**config.mk**
```make
export PLATFORM = sky130hd
export DESIGN_NAME = exec_core
export DESIGN_NICKNAME = d
export VERILOG_FILES = /design/src/hw/exec_pkg.sv /design/src/hw/exec_alu.sv /design/src/hw/exec_core.sv /design/src/hw/io_bit_space.sv
export SDC_FILE = /design/constraint.sdc
export NUM_CORES = 2
export LEC_CHECK = 0
export ABC_AREA = 0
export BUFFER_PORTS_ARGS = -buffer_cell sky130_fd_sc_hd__buf_2
export CORE_MARGIN = 5
export CORE_UTILIZATION = 35
export CTS_CLUSTER_SIZE = 10
export DETAILED_ROUTE_END_ITERATION = 6
export SYNTH_ARGS = -nofsm -noshare
export SYNTH_HDL_FRONTEND = slang
export SYNTH_SLANG_ARGS = --single-unit
```
**constraint.sdc**
```tcl
create_clock -name clk -period 5.6 [get_ports clk]
set_input_delay 0.84 -clock clk [delete_from_list [all_inputs] [get_ports clk]]
set_output_delay 0.84 -clock clk [all_outputs]
set_load 0.005 [all_outputs]
```
**src/hw/exec_pkg.sv**
```systemverilog
package exec_pkg;
	// instruction codes written into the command register
	typedef enum logic [5:0] {
		op_nop, op_add, op_add_carry, op_sub, op_subtract_immediate,
		op_subtract_with_borrow, op_subtract_borrow_immediate, op_word_add_immediate,
		op_word_subtract_immediate, op_and, op_and_immediate, op_or, op_or_immediate,
		op_exclusive_or, op_ones_invert, op_twos_invert, op_or_bits_in, op_mask_off_bits,
		op_plus_one, op_minus_one, op_self_and_flags, op_zero_register, op_load_all_ones,
		op_relative_jump, op_indirect_jump, op_relative_call, op_indirect_call,
		op_compare, op_compare_with_carry, op_compare_immediate, op_compare_skip_equal,
		op_skip_reg_bit_clear, op_skip_reg_bit_set, op_skip_io_bit_clear,
		op_skip_io_bit_set, op_branch_flag_set, op_branch_flag_clear, op_branch_equal,
		op_branch_not_equal, op_branch_carry_set, op_branch_carry_clear,
		op_set_io_bit, op_clear_io_bit
	} op_e;

	// command word layout
	typedef struct packed {
		logic two_word_next;
		logic [2:0] bit_sel;
		logic [11:0] k;
		logic [4:0] r;
		logic [4:0] d;
		op_e op;
	} cmd_s;

	// status word layout
	typedef struct packed {
		logic [27:0] zero;
		logic taken;
		logic [1:0] cycles;
		logic busy;
	} status_s;

	// alu answer
	typedef struct packed {
		logic [7:0] res;
		logic [15:0] wres;
		logic [7:0] flags;
		logic wr_byte;
		logic wr_word;
	} alu_s;

	// flag positions in the flags register
	localparam int unsigned flag_c = 0;
	localparam int unsigned flag_z = 1;
	localparam int unsigned flag_n = 2;
	localparam int unsigned flag_v = 3;
	localparam int unsigned flag_s = 4;
	localparam int unsigned flag_h = 5;

	// bus register byte addresses
	localparam logic [7:0] addr_cmd = 8'h00;
	localparam logic [7:0] addr_status = 8'h04;
	localparam logic [7:0] addr_pc = 8'h08;
	localparam logic [7:0] addr_flags = 8'h0c;
	localparam logic [7:0] addr_reg_idx = 8'h10;
	localparam logic [7:0] addr_reg_data = 8'h14;
	localparam logic [7:0] addr_io_idx = 8'h18;
	localparam logic [7:0] addr_io_data = 8'h1c;
	localparam logic [1:0] resp_okay = 2'h0;
	localparam logic [1:0] resp_slverr = 2'h2;
	localparam int unsigned lane0 = 0;

	// cycle counts and program counter steps
	localparam logic [1:0] cyc_one = 2'h1;
	localparam logic [1:0] cyc_two = 2'h2;
	localparam logic [1:0] cyc_three = 2'h3;
	localparam logic [15:0] pc_step = 16'h0001;
	localparam logic [15:0] skip_short = 16'h0002;
	localparam logic [15:0] skip_long = 16'h0003;
	localparam logic [4:0] z_lo = 5'h1e;
	localparam logic [4:0] z_hi = 5'h1f;
	localparam logic [7:0] all_ones = 8'hff;
	localparam logic [7:0] all_zero = 8'h00;

	// write-one-to-clear flag bits per low i/o address
	function automatic logic [7:0] io_w1c(input logic [4:0] a);
		case (a)
			5'h06: io_w1c = 8'h10;
			5'h08: io_w1c = 8'h10;
			5'h0b: io_w1c = 8'h27;
			5'h0e: io_w1c = 8'hc0;
			default: io_w1c = 8'h00;
		endcase
	endfunction

	// reserved low i/o addresses
	function automatic logic io_reserved(input logic [4:0] a);
		io_reserved = (a == 5'h02) | (a == 5'h09) | (a == 5'h0a) | (a == 5'h11);
	endfunction

	// byte-lane merge of a bus write
	function automatic logic [31:0] merge_lanes(input logic [31:0] old, data,
			input logic [3:0] strb);
		logic [31:0] m;
		m = old;
		for (int i = 0; i < 4; i++) begin
			if (strb[i]) begin
				m[i*8 +: 8] = data[i*8 +: 8];
			end
		end
		return m;
	endfunction
endpackage

```
**src/hw/exec_alu.sv**
```systemverilog
`timescale 1ns/10ps
module exec_alu import exec_pkg::*; (
	// decoded instruction and operands
	input wire cmd_s cmd,
	input wire logic [7:0] a,
	input wire logic [7:0] b,
	input wire logic [15:0] w,
	input wire logic [7:0] flags_in,
	// result
	output alu_s out
);
	typedef struct packed {
		logic [7:0] r;
		logic c;
		logic h;
		logic v;
	} arith_s;

	// add or subtract with carry or borrow in
	function automatic arith_s arith(input logic [7:0] x, y, input logic cin, sub);
		logic [8:0] s;
		logic [4:0] n;
		arith_s o;
		s = sub ? {1'b0, x} - {1'b0, y} - 9'(cin) : {1'b0, x} + {1'b0, y} + 9'(cin);
		n = sub ? {1'b0, x[3:0]} - {1'b0, y[3:0]} - 5'(cin)
			: {1'b0, x[3:0]} + {1'b0, y[3:0]} + 5'(cin);
		o.r = s[7:0];
		o.c = s[8];
		o.h = n[4];
		o.v = sub ? (x[7] ^ y[7]) & (x[7] ^ s[7]) : ~(x[7] ^ y[7]) & (x[7] ^ s[7]);
		return o;
	endfunction

	// z, c, n, v, h from an arithmetic result
	function automatic logic [7:0] put_arith(input logic [7:0] f, input arith_s o,
			input logic chain);
		logic [7:0] g;
		g = f;
		g[flag_z] = (o.r == all_zero) & (~chain | f[flag_z]);
		g[flag_c] = o.c;
		g[flag_n] = o.r[7];
		g[flag_v] = o.v;
		g[flag_h] = o.h;
		return g;
	endfunction

	// z, n and cleared v from a logic result
	function automatic logic [7:0] put_logic(input logic [7:0] f, input logic [7:0] r);
		logic [7:0] g;
		g = f;
		g[flag_z] = (r == all_zero);
		g[flag_n] = r[7];
		g[flag_v] = 1'b0;
		return g;
	endfunction

	wire logic cin = flags_in[flag_c];
	wire logic [7:0] k8 = cmd.k[7:0];
	wire logic [16:0] w_sum = {1'b0, w} + 17'(cmd.k[5:0]);
	wire logic [16:0] w_dif = {1'b0, w} - 17'(cmd.k[5:0]);

	// operation select, unlisted flags keep their value
	always_comb begin
		arith_s t;
		logic [15:0] ws;
		t = '0;
		ws = '0;
		out = '0;
		out.flags = flags_in;
		case (cmd.op)
			op_add, op_add_carry: begin
				t = arith(a, b, (cmd.op == op_add_carry) & cin, 1'b0);
				out.res = t.r;
				out.wr_byte = 1'b1;
				out.flags = put_arith(flags_in, t, 1'b0);
			end
			op_sub, op_subtract_immediate, op_subtract_with_borrow,
			op_subtract_borrow_immediate, op_compare, op_compare_with_carry,
			op_compare_immediate: begin
				t = arith(a, (cmd.op == op_subtract_immediate
					|| cmd.op == op_subtract_borrow_immediate
					|| cmd.op == op_compare_immediate) ? k8 : b,
					(cmd.op == op_subtract_with_borrow
					|| cmd.op == op_subtract_borrow_immediate
					|| cmd.op == op_compare_with_carry) & cin, 1'b1);
				out.res = t.r;
				out.wr_byte = (cmd.op != op_compare) && (cmd.op != op_compare_with_carry)
					&& (cmd.op != op_compare_immediate);
				out.flags = put_arith(flags_in, t, (cmd.op == op_subtract_with_borrow)
					|| (cmd.op == op_subtract_borrow_immediate)
					|| (cmd.op == op_compare_with_carry));
			end
			op_word_add_immediate, op_word_subtract_immediate: begin
				ws = (cmd.op == op_word_add_immediate) ? w_sum[15:0] : w_dif[15:0];
				out.wres = ws;
				out.wr_word = 1'b1;
				out.flags[flag_z] = (ws == 16'h0000);
				out.flags[flag_n] = ws[15];
				out.flags[flag_c] = (cmd.op == op_word_add_immediate) ? w_sum[16] : w_dif[16];
				out.flags[flag_v] = (cmd.op == op_word_add_immediate) ? ~w[15] & ws[15]
					: w[15] & ~ws[15];
				out.flags[flag_s] = out.flags[flag_n] ^ out.flags[flag_v];
			end
			op_and, op_and_immediate, op_or, op_or_immediate, op_exclusive_or,
			op_or_bits_in, op_mask_off_bits, op_self_and_flags, op_zero_register: begin
				case (cmd.op)
					op_and: out.res = a & b;
					op_and_immediate: out.res = a & k8;
					op_or: out.res = a | b;
					op_or_immediate, op_or_bits_in: out.res = a | k8;
					op_mask_off_bits: out.res = a & (all_ones - k8);
					op_self_and_flags: out.res = a & a;
					default: out.res = a ^ ((cmd.op == op_zero_register) ? a : b);
				endcase
				out.wr_byte = 1'b1;
				out.flags = put_logic(flags_in, out.res);
			end
			op_ones_invert: begin
				out.res = all_ones - a;
				out.wr_byte = 1'b1;
				out.flags = put_logic(flags_in, out.res);
				out.flags[flag_c] = 1'b1;
			end
			op_twos_invert: begin
				t = arith(all_zero, a, 1'b0, 1'b1);
				out.res = t.r;
				out.wr_byte = 1'b1;
				out.flags = put_arith(flags_in, t, 1'b0);
			end
			op_plus_one, op_minus_one: begin
				t = arith(a, 8'h01, 1'b0, cmd.op == op_minus_one);
				out.res = t.r;
				out.wr_byte = 1'b1;
				out.flags[flag_z] = (t.r == all_zero);
				out.flags[flag_n] = t.r[7];
				out.flags[flag_v] = t.v;
			end
			op_load_all_ones: begin
				out.res = all_ones;
				out.wr_byte = 1'b1;
			end
			default: begin
				out.wr_byte = 1'b0;
			end
		endcase
	end
endmodule

```
**src/hw/exec_core.sv**
```systemverilog
// The AXI4-Lite interface to the registers and the register offsets were left to the implementer.
`timescale 1ns/10ps
// Function
// - add and add-with-carry, 1 cycle, five flags
// - word add/subtract immediate on pair, 2 cycles
// - four subtract forms, five flags, 1 cycle
// - and/or/xor write result, flags z n v
// - ones invert: 0xff minus value, z c n v
// - twos invert: 0x00 minus value, five flags
// - or bits in, mask off bits, z n v
// - plus/minus one, carry untouched, 1 cycle
// - self and, self xor; all ones keeps flags
// - relative jump pc+k+1, indirect from z, 2 cycles
// - calls redirect like jumps, 3 cycles
// - compares set flags without writing back
// - compare skip equal: skip 2/3, 1/2/3 cycles
// - skip on register bit clear or set
// - skip on low i/o bit, addresses 0-1f
// - branch on chosen flag, 1 or 2 cycles
// - equal/not equal on z, carry on c
// - i/o bit set/clear touches addressed bit only
// - some i/o flags clear on written one
module exec_core import exec_pkg::*; (
	// clock, reset, enable
	input wire logic clk,
	input wire logic rst,
	input wire logic ce,
	// i/o flag events
	input wire logic evt_valid,
	input wire logic [4:0] evt_addr,
	input wire logic [7:0] evt_bits,
	// axi4-lite write address
	input wire logic [7:0] s_axi_awaddr,
	input wire logic s_axi_awvalid,
	output logic s_axi_awready,
	// axi4-lite write data
	input wire logic [31:0] s_axi_wdata,
	input wire logic [3:0] s_axi_wstrb,
	input wire logic s_axi_wvalid,
	output logic s_axi_wready,
	// axi4-lite write response
	output logic [1:0] s_axi_bresp,
	output logic s_axi_bvalid,
	input wire logic s_axi_bready,
	// axi4-lite read address
	input wire logic [7:0] s_axi_araddr,
	input wire logic s_axi_arvalid,
	output logic s_axi_arready,
	// axi4-lite read data
	output logic [31:0] s_axi_rdata,
	output logic [1:0] s_axi_rresp,
	output logic s_axi_rvalid,
	input wire logic s_axi_rready
);
	typedef enum logic [1:0] {
		st_idle = 2'h0,
		st_exec = 2'h1,
		st_wait = 2'h3
	} state_e;

	state_e state;
	logic [1:0] remain;
	cmd_s cmd;
	logic [15:0] pc;
	logic [7:0] flags;
	logic [4:0] reg_idx;
	logic [4:0] io_idx;
	logic [1:0] last_cycles;
	logic last_taken;
	logic [7:0] gpr [32];
	logic aw_held;
	logic w_held;
	logic [7:0] aw_addr;
	logic [31:0] w_data;
	logic [3:0] w_strb;
	alu_s alu;
	logic [7:0] io_rd;
	logic [7:0] io_test;
	logic is_taken;
	logic [15:0] next_pc;
	logic [1:0] op_cycles;

	// state decode
	wire logic busy = (state != st_idle);
	wire logic exe = ce & (state == st_exec);

	// write channel acceptance, address and data in either order
	assign s_axi_awready = ce & ~aw_held;
	assign s_axi_wready = ce & ~w_held;
	wire logic commit = ce & aw_held & w_held & ~s_axi_bvalid;
	wire logic lane_lo = w_strb[lane0];

	// write decode, ignored while an instruction runs
	wire logic hit_cmd = (aw_addr == addr_cmd);
	wire logic hit_pc = (aw_addr == addr_pc);
	wire logic hit_flags = (aw_addr == addr_flags);
	wire logic hit_ridx = (aw_addr == addr_reg_idx);
	wire logic hit_rdata = (aw_addr == addr_reg_data);
	wire logic hit_iidx = (aw_addr == addr_io_idx);
	wire logic hit_idata = (aw_addr == addr_io_data);
	wire logic wr_hit = hit_cmd | hit_pc | hit_flags | hit_ridx | hit_rdata | hit_iidx
		| hit_idata | (aw_addr == addr_status);
	wire logic wr_ok = commit & ~busy;
	wire logic wr_cmd = wr_ok & hit_cmd;
	wire logic wr_pc = wr_ok & hit_pc;
	wire logic wr_flags = wr_ok & hit_flags & lane_lo;
	wire logic wr_ridx = wr_ok & hit_ridx & lane_lo;
	wire logic wr_rdata = wr_ok & hit_rdata & lane_lo;
	wire logic wr_iidx = wr_ok & hit_iidx & lane_lo;
	wire logic wr_idata = wr_ok & hit_idata & lane_lo;
	wire logic [31:0] cmd_merged = merge_lanes(cmd, w_data, w_strb);
	wire logic [31:0] pc_merged = merge_lanes(32'(pc), w_data, w_strb);

	// holding registers and write response
	always_ff @(posedge clk) begin
		if (rst) begin
			aw_held <= 1'b0;
			w_held <= 1'b0;
			aw_addr <= '0;
			w_data <= '0;
			w_strb <= '0;
			s_axi_bvalid <= 1'b0;
			s_axi_bresp <= resp_okay;
		end else if (ce) begin
			if (s_axi_awvalid & s_axi_awready) begin
				aw_held <= 1'b1;
				aw_addr <= s_axi_awaddr;
			end else if (commit) begin
				aw_held <= 1'b0;
			end
			if (s_axi_wvalid & s_axi_wready) begin
				w_held <= 1'b1;
				w_data <= s_axi_wdata;
				w_strb <= s_axi_wstrb;
			end else if (commit) begin
				w_held <= 1'b0;
			end
			if (commit) begin
				s_axi_bvalid <= 1'b1;
				s_axi_bresp <= wr_hit ? resp_okay : resp_slverr;
			end else if (s_axi_bready) begin
				s_axi_bvalid <= 1'b0;
			end
		end
	end

	// read view of the register map
	wire status_s status = '{zero: '0, taken: last_taken, cycles: last_cycles, busy: busy};
	wire logic rd_hit = (s_axi_araddr == addr_cmd) | (s_axi_araddr == addr_status)
		| (s_axi_araddr == addr_pc) | (s_axi_araddr == addr_flags)
		| (s_axi_araddr == addr_reg_idx) | (s_axi_araddr == addr_reg_data)
		| (s_axi_araddr == addr_io_idx) | (s_axi_araddr == addr_io_data);
	wire logic [31:0] rd_view =
		(s_axi_araddr == addr_cmd) ? cmd :
		(s_axi_araddr == addr_status) ? status :
		(s_axi_araddr == addr_pc) ? 32'(pc) :
		(s_axi_araddr == addr_flags) ? 32'(flags) :
		(s_axi_araddr == addr_reg_idx) ? 32'(reg_idx) :
		(s_axi_araddr == addr_reg_data) ? 32'(gpr[reg_idx]) :
		(s_axi_araddr == addr_io_idx) ? 32'(io_idx) :
		(s_axi_araddr == addr_io_data) ? 32'(io_rd) : 32'h0000_0000;
	assign s_axi_arready = ce & ~s_axi_rvalid;

	// read data channel
	always_ff @(posedge clk) begin
		if (rst) begin
			s_axi_rvalid <= 1'b0;
			s_axi_rdata <= '0;
			s_axi_rresp <= resp_okay;
		end else if (ce) begin
			if (s_axi_arvalid & s_axi_arready) begin
				s_axi_rvalid <= 1'b1;
				s_axi_rdata <= rd_view;
				s_axi_rresp <= rd_hit ? resp_okay : resp_slverr;
			end else if (s_axi_rready) begin
				s_axi_rvalid <= 1'b0;
			end
		end
	end

	// operands from the register file
	wire logic [7:0] op_a = gpr[cmd.d];
	wire logic [7:0] op_b = gpr[cmd.r];
	wire logic [4:0] d_lo = {cmd.d[4:1], 1'b0};
	wire logic [4:0] d_hi = {cmd.d[4:1], 1'b1};
	wire logic [15:0] pair = {gpr[d_hi], gpr[d_lo]};
	wire logic [15:0] z_ptr = {gpr[z_hi], gpr[z_lo]};

	// arithmetic and logic
	exec_alu u_alu (
		.cmd(cmd),
		.a(op_a),
		.b(op_b),
		.w(pair),
		.flags_in(flags),
		.out(alu)
	);

	// single-bit write decode for the low i/o space
	wire logic io_bit_op = (cmd.op == op_set_io_bit) | (cmd.op == op_clear_io_bit);

	// low i/o space with write-one-to-clear flags
	io_bit_space u_io (
		.clk(clk),
		.rst(rst),
		.ce(ce),
		.sw_we(wr_idata),
		.sw_addr(io_idx),
		.sw_data(w_data[7:0]),
		.bit_we(exe & io_bit_op),
		.bit_addr(cmd.k[4:0]),
		.bit_idx(cmd.bit_sel),
		.bit_val(cmd.op == op_set_io_bit),
		.evt_valid(evt_valid),
		.evt_addr(evt_addr),
		.evt_bits(evt_bits),
		.rd_addr(io_idx),
		.rd_data(io_rd),
		.test_addr(cmd.k[4:0]),
		.test_data(io_test)
	);

	// program counter candidates
	wire logic [15:0] k_ext = {{4{cmd.k[11]}}, cmd.k};
	wire logic [15:0] pc_inc = pc + pc_step;
	wire logic [15:0] pc_rel = pc + k_ext + pc_step;
	wire logic [15:0] pc_skip = pc + (cmd.two_word_next ? skip_long : skip_short);
	wire logic [1:0] skip_cycles = cmd.two_word_next ? cyc_three : cyc_two;

	// skip conditions
	wire logic skip_hit =
		(cmd.op == op_compare_skip_equal) ? (op_a == op_b) :
		(cmd.op == op_skip_reg_bit_clear) ? ~op_a[cmd.bit_sel] :
		(cmd.op == op_skip_reg_bit_set) ? op_a[cmd.bit_sel] :
		(cmd.op == op_skip_io_bit_clear) ? ~io_test[cmd.bit_sel] :
		io_test[cmd.bit_sel];

	// branch conditions
	wire logic branch_hit =
		(cmd.op == op_branch_flag_set) ? flags[cmd.bit_sel] :
		(cmd.op == op_branch_flag_clear) ? ~flags[cmd.bit_sel] :
		(cmd.op == op_branch_equal) ? flags[flag_z] :
		(cmd.op == op_branch_not_equal) ? ~flags[flag_z] :
		(cmd.op == op_branch_carry_set) ? flags[flag_c] :
		~flags[flag_c];

	// next program counter and cycle count per instruction class
	always_comb begin
		is_taken = 1'b0;
		next_pc = pc_inc;
		op_cycles = cyc_one;
		case (cmd.op)
			op_word_add_immediate, op_word_subtract_immediate: begin
				op_cycles = cyc_two;
			end
			op_relative_jump, op_indirect_jump: begin
				is_taken = 1'b1;
				next_pc = (cmd.op == op_relative_jump) ? pc_rel : z_ptr;
				op_cycles = cyc_two;
			end
			op_relative_call, op_indirect_call: begin
				is_taken = 1'b1;
				next_pc = (cmd.op == op_relative_call) ? pc_rel : z_ptr;
				op_cycles = cyc_three;
			end
			op_compare_skip_equal, op_skip_reg_bit_clear, op_skip_reg_bit_set,
			op_skip_io_bit_clear, op_skip_io_bit_set: begin
				is_taken = skip_hit;
				next_pc = skip_hit ? pc_skip : pc_inc;
				op_cycles = skip_hit ? skip_cycles : cyc_one;
			end
			op_branch_flag_set, op_branch_flag_clear, op_branch_equal,
			op_branch_not_equal, op_branch_carry_set, op_branch_carry_clear: begin
				is_taken = branch_hit;
				next_pc = branch_hit ? pc_rel : pc_inc;
				op_cycles = branch_hit ? cyc_two : cyc_one;
			end
			op_set_io_bit, op_clear_io_bit: begin
				op_cycles = cyc_two;
			end
			default: begin
				op_cycles = cyc_one;
			end
		endcase
	end

	// launch, execute, then hold busy for the remaining cycles
	always_ff @(posedge clk) begin
		if (rst) begin
			state <= st_idle;
			remain <= '0;
		end else if (ce) begin
			case (state)
				st_idle: begin
					if (wr_cmd) begin
						state <= st_exec;
					end
				end
				st_exec: begin
					remain <= op_cycles - cyc_one;
					state <= (op_cycles == cyc_one) ? st_idle : st_wait;
				end
				st_wait: begin
					remain <= remain - cyc_one;
					state <= (remain == cyc_one) ? st_idle : st_wait;
				end
				default: begin
					state <= st_idle;
				end
			endcase
		end
	end

	// architectural state: command, pc, flags, indices
	always_ff @(posedge clk) begin
		if (rst) begin
			cmd <= '0;
			pc <= '0;
			flags <= '0;
			reg_idx <= '0;
			io_idx <= '0;
			last_cycles <= '0;
			last_taken <= 1'b0;
		end else if (ce) begin
			if (wr_cmd) begin
				cmd <= cmd_s'(cmd_merged);
			end
			if (exe) begin
				pc <= next_pc;
				flags <= alu.flags;
				last_cycles <= op_cycles;
				last_taken <= is_taken;
			end else begin
				if (wr_pc) begin
					pc <= pc_merged[15:0];
				end
				if (wr_flags) begin
					flags <= w_data[7:0];
				end
			end
			if (wr_ridx) begin
				reg_idx <= w_data[4:0];
			end
			if (wr_iidx) begin
				io_idx <= w_data[4:0];
			end
		end
	end

	// register file, one byte or one pair per execute cycle
	always_ff @(posedge clk) begin
		if (rst) begin
			for (int i = 0; i < 32; i++) begin
				gpr[i] <= '0;
			end
		end else if (ce) begin
			if (wr_rdata) begin
				gpr[reg_idx] <= w_data[7:0];
			end
			if (exe & alu.wr_byte) begin
				gpr[cmd.d] <= alu.res;
			end
			if (exe & alu.wr_word) begin
				gpr[d_lo] <= alu.wres[7:0];
				gpr[d_hi] <= alu.wres[15:8];
			end
		end
	end
endmodule

```
**src/hw/io_bit_space.sv**
```systemverilog
`timescale 1ns/10ps
module io_bit_space import exec_pkg::*; (
	// clock, reset, enable
	input wire logic clk,
	input wire logic rst,
	input wire logic ce,
	// whole-byte software write
	input wire logic sw_we,
	input wire logic [4:0] sw_addr,
	input wire logic [7:0] sw_data,
	// single-bit write
	input wire logic bit_we,
	input wire logic [4:0] bit_addr,
	input wire logic [2:0] bit_idx,
	input wire logic bit_val,
	// hardware flag events
	input wire logic evt_valid,
	input wire logic [4:0] evt_addr,
	input wire logic [7:0] evt_bits,
	// read ports
	input wire logic [4:0] rd_addr,
	output logic [7:0] rd_data,
	input wire logic [4:0] test_addr,
	output logic [7:0] test_data
);
	logic [7:0] io [32];
	wire logic [7:0] onehot = 8'h01 << bit_idx;

	// next value per address, events set after clears
	for (genvar g = 0; g < 32; g++) begin : g_io
		wire logic [7:0] m = io_w1c(5'(g));
		wire logic rsv = io_reserved(5'(g));
		wire logic sw_hit = sw_we & (sw_addr == 5'(g)) & ~rsv;
		wire logic bit_hit = bit_we & (bit_addr == 5'(g)) & ~rsv;
		wire logic [7:0] sw_v = (sw_data & ~m) | (io[g] & m & ~sw_data);
		wire logic [7:0] bit_plain = bit_val ? io[g] | onehot : io[g] & ~onehot;
		wire logic [7:0] bit_flag = bit_val ? io[g] & ~onehot : io[g];
		wire logic [7:0] bit_v = |(m & onehot) ? bit_flag : bit_plain;
		wire logic [7:0] base = sw_hit ? sw_v : bit_hit ? bit_v : io[g];
		wire logic [7:0] evt = (evt_valid & (evt_addr == 5'(g))) ? evt_bits & m : 8'h00;
		always_ff @(posedge clk) begin
			if (rst) begin
				io[g] <= 8'h00;
			end else if (ce) begin
				io[g] <= base | evt;
			end
		end
	end

	// read ports
	assign rd_data = io[rd_addr];
	assign test_data = io[test_addr];
endmodule

```
==> run summary <==
The number of hold-slack violations in the final timing report was 0. The remaining global-route overflow is 0. Counting every instance in the synthesized netlist gives 4633.

The pin count of the biggest net entering global routing came out at 78. The area inside the core boundary is 0.130 mm². The largest buffer count on any clock path is 3. The synthesis-stage register bit count is about 660. The clock-pin slew on the worst setup and hold paths came out at ~0.060 ns. Dividing the synthesized area by the synthesized cell count gives between 9 and 10 µm². Routability-driven placement finished with a final weighted congestion of slightly above 1. Max-cap violations in this run came to 0. The clock tree root driver cell is clkbuf_16. The headroom to the max-slew limit is 18.3%. The min-delay analysis places its worst path in the category in2reg. The I/O pin count is approximately 120.

At the pin with the least slew margin, the transition time is around 1.2 ns. The number of pins exceeding their max-slew limit in the final report came to 0. OpenSTA, run right after detailed placement, puts the worst setup slack at approximately 0.15 ns. The flow ran to the end, and the final reports show no timing, DRC or antenna violations.

The detail route stage leaves a number of antenna-violating nets equal to 0. The die is about 370 µm wide. The worst-case setup margin in the final layout came out at 0.160 ns.

The count of TritonRoute iterations in the first routing pass came out at 7. The clock latency on the worst-skew pair came out at around 0.72 ns. The number of antenna violations at the first check in global routing is 8.

TritonCTS created 80 clock buffers. The ratio of total power to cell area is 223 mW/mm². The area growth from synthesis to layout is 13.5%. The count of filler cells inserted in the layout is 12617. The launching element type of the critical path is a flop. IR analysis of the VDD net gives a maximum drop of 239 µV. In the layout the commonest cells are a21oi_1 (501), nand2_1 (489), edfxtp_1 (480). Dividing the detail-routed via count by the number of cells gives between 6 and 7. The die is approximately 370 µm tall. For this run, global-route usage on met2 was measured as between 40 and 50%. The final critical path takes up a little over nine tenths of the cycle. The sum of routed wire length over all layers is around 210000 µm. The share of the yosys chip area belonging to registers is 39.2%. Setup total negative slack on the finished layout was measured at 0 ns. The distinct cell type count after synthesis is 103. The classification of the worst setup path is reg2reg. The final critical delay including setup and external delays is 5.44 ns. After floorplanning, the core was divided into 132 placement rows. The die footprint came out at 0.138 mm². The DRC violation total after the first TritonRoute iteration came out at approximately 7000.

The detailed-placement wirelength estimate is 150000 µm. Once layout is complete, the utilization of the core stands at around two fifths. The first-pass GRT wire length came out at around 300000 µm. The leakage component of the power came out at between 15 and 20 nW. The port buffer count is between 100 and 150. For this design, the CTS-stage hold fixing added 0 buffers. On the final layout, the worst hold slack is approximately 0.37 ns. The critical path required time is roughly 6.2 ns. The global-route total usage across every layer is between 20% and 30%. Counting flops with an async set or reset pin after synthesis yields a share of 0%.

The number of global-route vias before repair was about 40000. The worst-case clock skew is 0.0452 ns. The met1 global-route usage is approximately 38%. After detailed routing, the average wire length per cell comes to about 32 µm. The share of layout cells above drive strength 1 came out at about a fifth. The achievable clock frequency is 184 MHz. The net count of the finished layout came out at around 4800. The post-synthesis instance area came out at 0.0458 mm².

In the synthesized netlist the dominant register cell turns out to be edfxtp_1. The count of synthesis-stage warnings from yosys came out at 0. The global-route met3 utilization is 7.39%. The worst setup path is captured at a flop. For this configuration, the core starts out at a cell density of between 30% and 40%.

The deepest level of the CTS H-tree came out at 3. The number of enable-type register cells in the synthesized netlist came out at 480. The total power draw came out at between 0.01 and 0.015 W. Leaving out fill and tap cells, the most frequent cell in the layout is a21oi_1. The arrival time of data at the critical path endpoint is around 6.1 ns. The layer carrying the most global-route usage is met2. The total number of vias is 43533. For this run, design rule violations remaining after detail routing come to 0. The clock sink total came out at around 660.

The peak fanout along the critical path came out at 8. TritonCTS built the clock tree. Setup violations remaining at the end of the flow were counted as 0.
power breakdown:
part | switching (W) | internal, W | leakage [nW] | total, W
combinational | 0.000585 | 0.000357 | 10.0 | 0.000942
clock | 0.00221 | 0.00279 | 1.16 | 0.00501
sequential | 0.000231 | 0.00539 | 6.26 | 0.00562
total | 0.00303 | 0.00854 | 17.4 | 0.0116
sequential cells by signal, indices dropped and copies added (netlist names), 2 cells and up, named ones only:
name	flops
aw_addr	8
cmd	32
s_axi_rdata	32
io_idx	5
remain	2
state	2
pc	16
gpr	256
u_io.io	224
w_strb	4
last_cycles	2
w_data	32
flags	8
reg_idx	5
kinds of logic after synthesis:
family / Yosys count / synth area share, %
AOI/OAI and AO/OA: 1446 / 20.3
xor gates and xnor gates: 74 / 1.43
adders and majority gates: 71 / 2.07
buffers and inverters: 513 / 4.81
DFF: 655 / 39.2
muxes: 475 / 18.5
other: 1 / 0.00820
and+or+nand+nor: 1398 / 13.8
layer usage:
layer,up-vias,wire [µm]
li1,18175,-
met2,3254,92000
met4,6,13900
met3,611,24500
met5,-,41
met1,21487,78300
final timing paths:
check	from	to	slack [ns]	cells after the start
hold / removal	s_axi_wdata[26]	w_data[26]	0.37	3
setup reg to reg	cmd[7]	pc[13]	0.16	19
hold reg to reg	s_axi_rdata[25]	s_axi_rdata[25]	0.45	2
setup / recovery	cmd[7]	pc[13]	0.16	19
through the flow:
step	cell area [µm²]	cells
global route	51900	6488
floorplan	45800	4634
global placement	49300	6351
CTS	51700	6479
detailed placement	49300	6351
finish	51900	6492
synth_stat cells, types with 27 or more instances:
cell type | instances | area share [%]
o221ai_1 | 27 | 0.52
nor2b_1 | 36 | 0.49
mux2_2 | 65 | 1.6
a221oi_1 | 50 | 0.96
nand2_1 | 489 | 4.0
clkbuf_1 | 338 | 2.8
nand2b_1 | 30 | 0.41
dfxtp_1 | 175 | 7.7
nand3_1 | 157 | 1.7
xnor2_1 | 52 | 1.0
o22ai_1 | 273 | 3.7
o21ai_0 | 107 | 1.2
nor3_1 | 68 | 0.74
nor2_1 | 431 | 3.5
mux4_2 | 256 | 13
ha_1 | 63 | 1.7
edfxtp_1 | 480 | 32
a21oi_1 | 504 | 5.5
inv_1 | 73 | 0.60
a211oi_1 | 221 | 3.6
a22oi_1 | 50 | 0.82
buf_1 | 46 | 0.38
mux2i_1 | 129 | 2.8
and3_1 | 28 | 0.38
critical path, stage by stage (launching register included):
cell       delay (ns)
dfxtp_4          0.36
clkbuf_8         0.20
buf_4            0.24
mux4_2           0.56
mux2i_1          0.40
buf_4            0.23
o21ai_0          0.07
nor2_1           0.22
inv_1            0.25
ha_1             0.38
nor4_2           0.33
a211oi_1         0.19
nor2_1           0.14
mux2_2           0.16
o2bb2ai_2        0.19
buf_4            0.26
mux2i_4          0.44
nand4_1          0.13
or4_1            0.42
a31oi_1          0.17
repair_timing:
action,4_1_cts,5_1_grt
setup buffers,0,7
resized for setup,0,16
endpoints found under the hold margin,0,0
endpoints found under the setup margin,0,68
layout make-up:
cell class | count | area (µm²) | area share [%]
multi-input cells | 3466 | 25800 | 49.7
flip-flops and latches | 655 | 18000 | 34.6
repair buffers | 420 | 3290 | 6.34
clock buffers | 112 | 2200 | 4.25
well taps | 1742 | 2180 | 4.20
inverters | 77 | 293 | 0.564
clock inverters | 16 | 200 | 0.386
diodes | 4 | 10.0 | 0.0193
No activity file was read; power rests on OpenSTA's default activity.
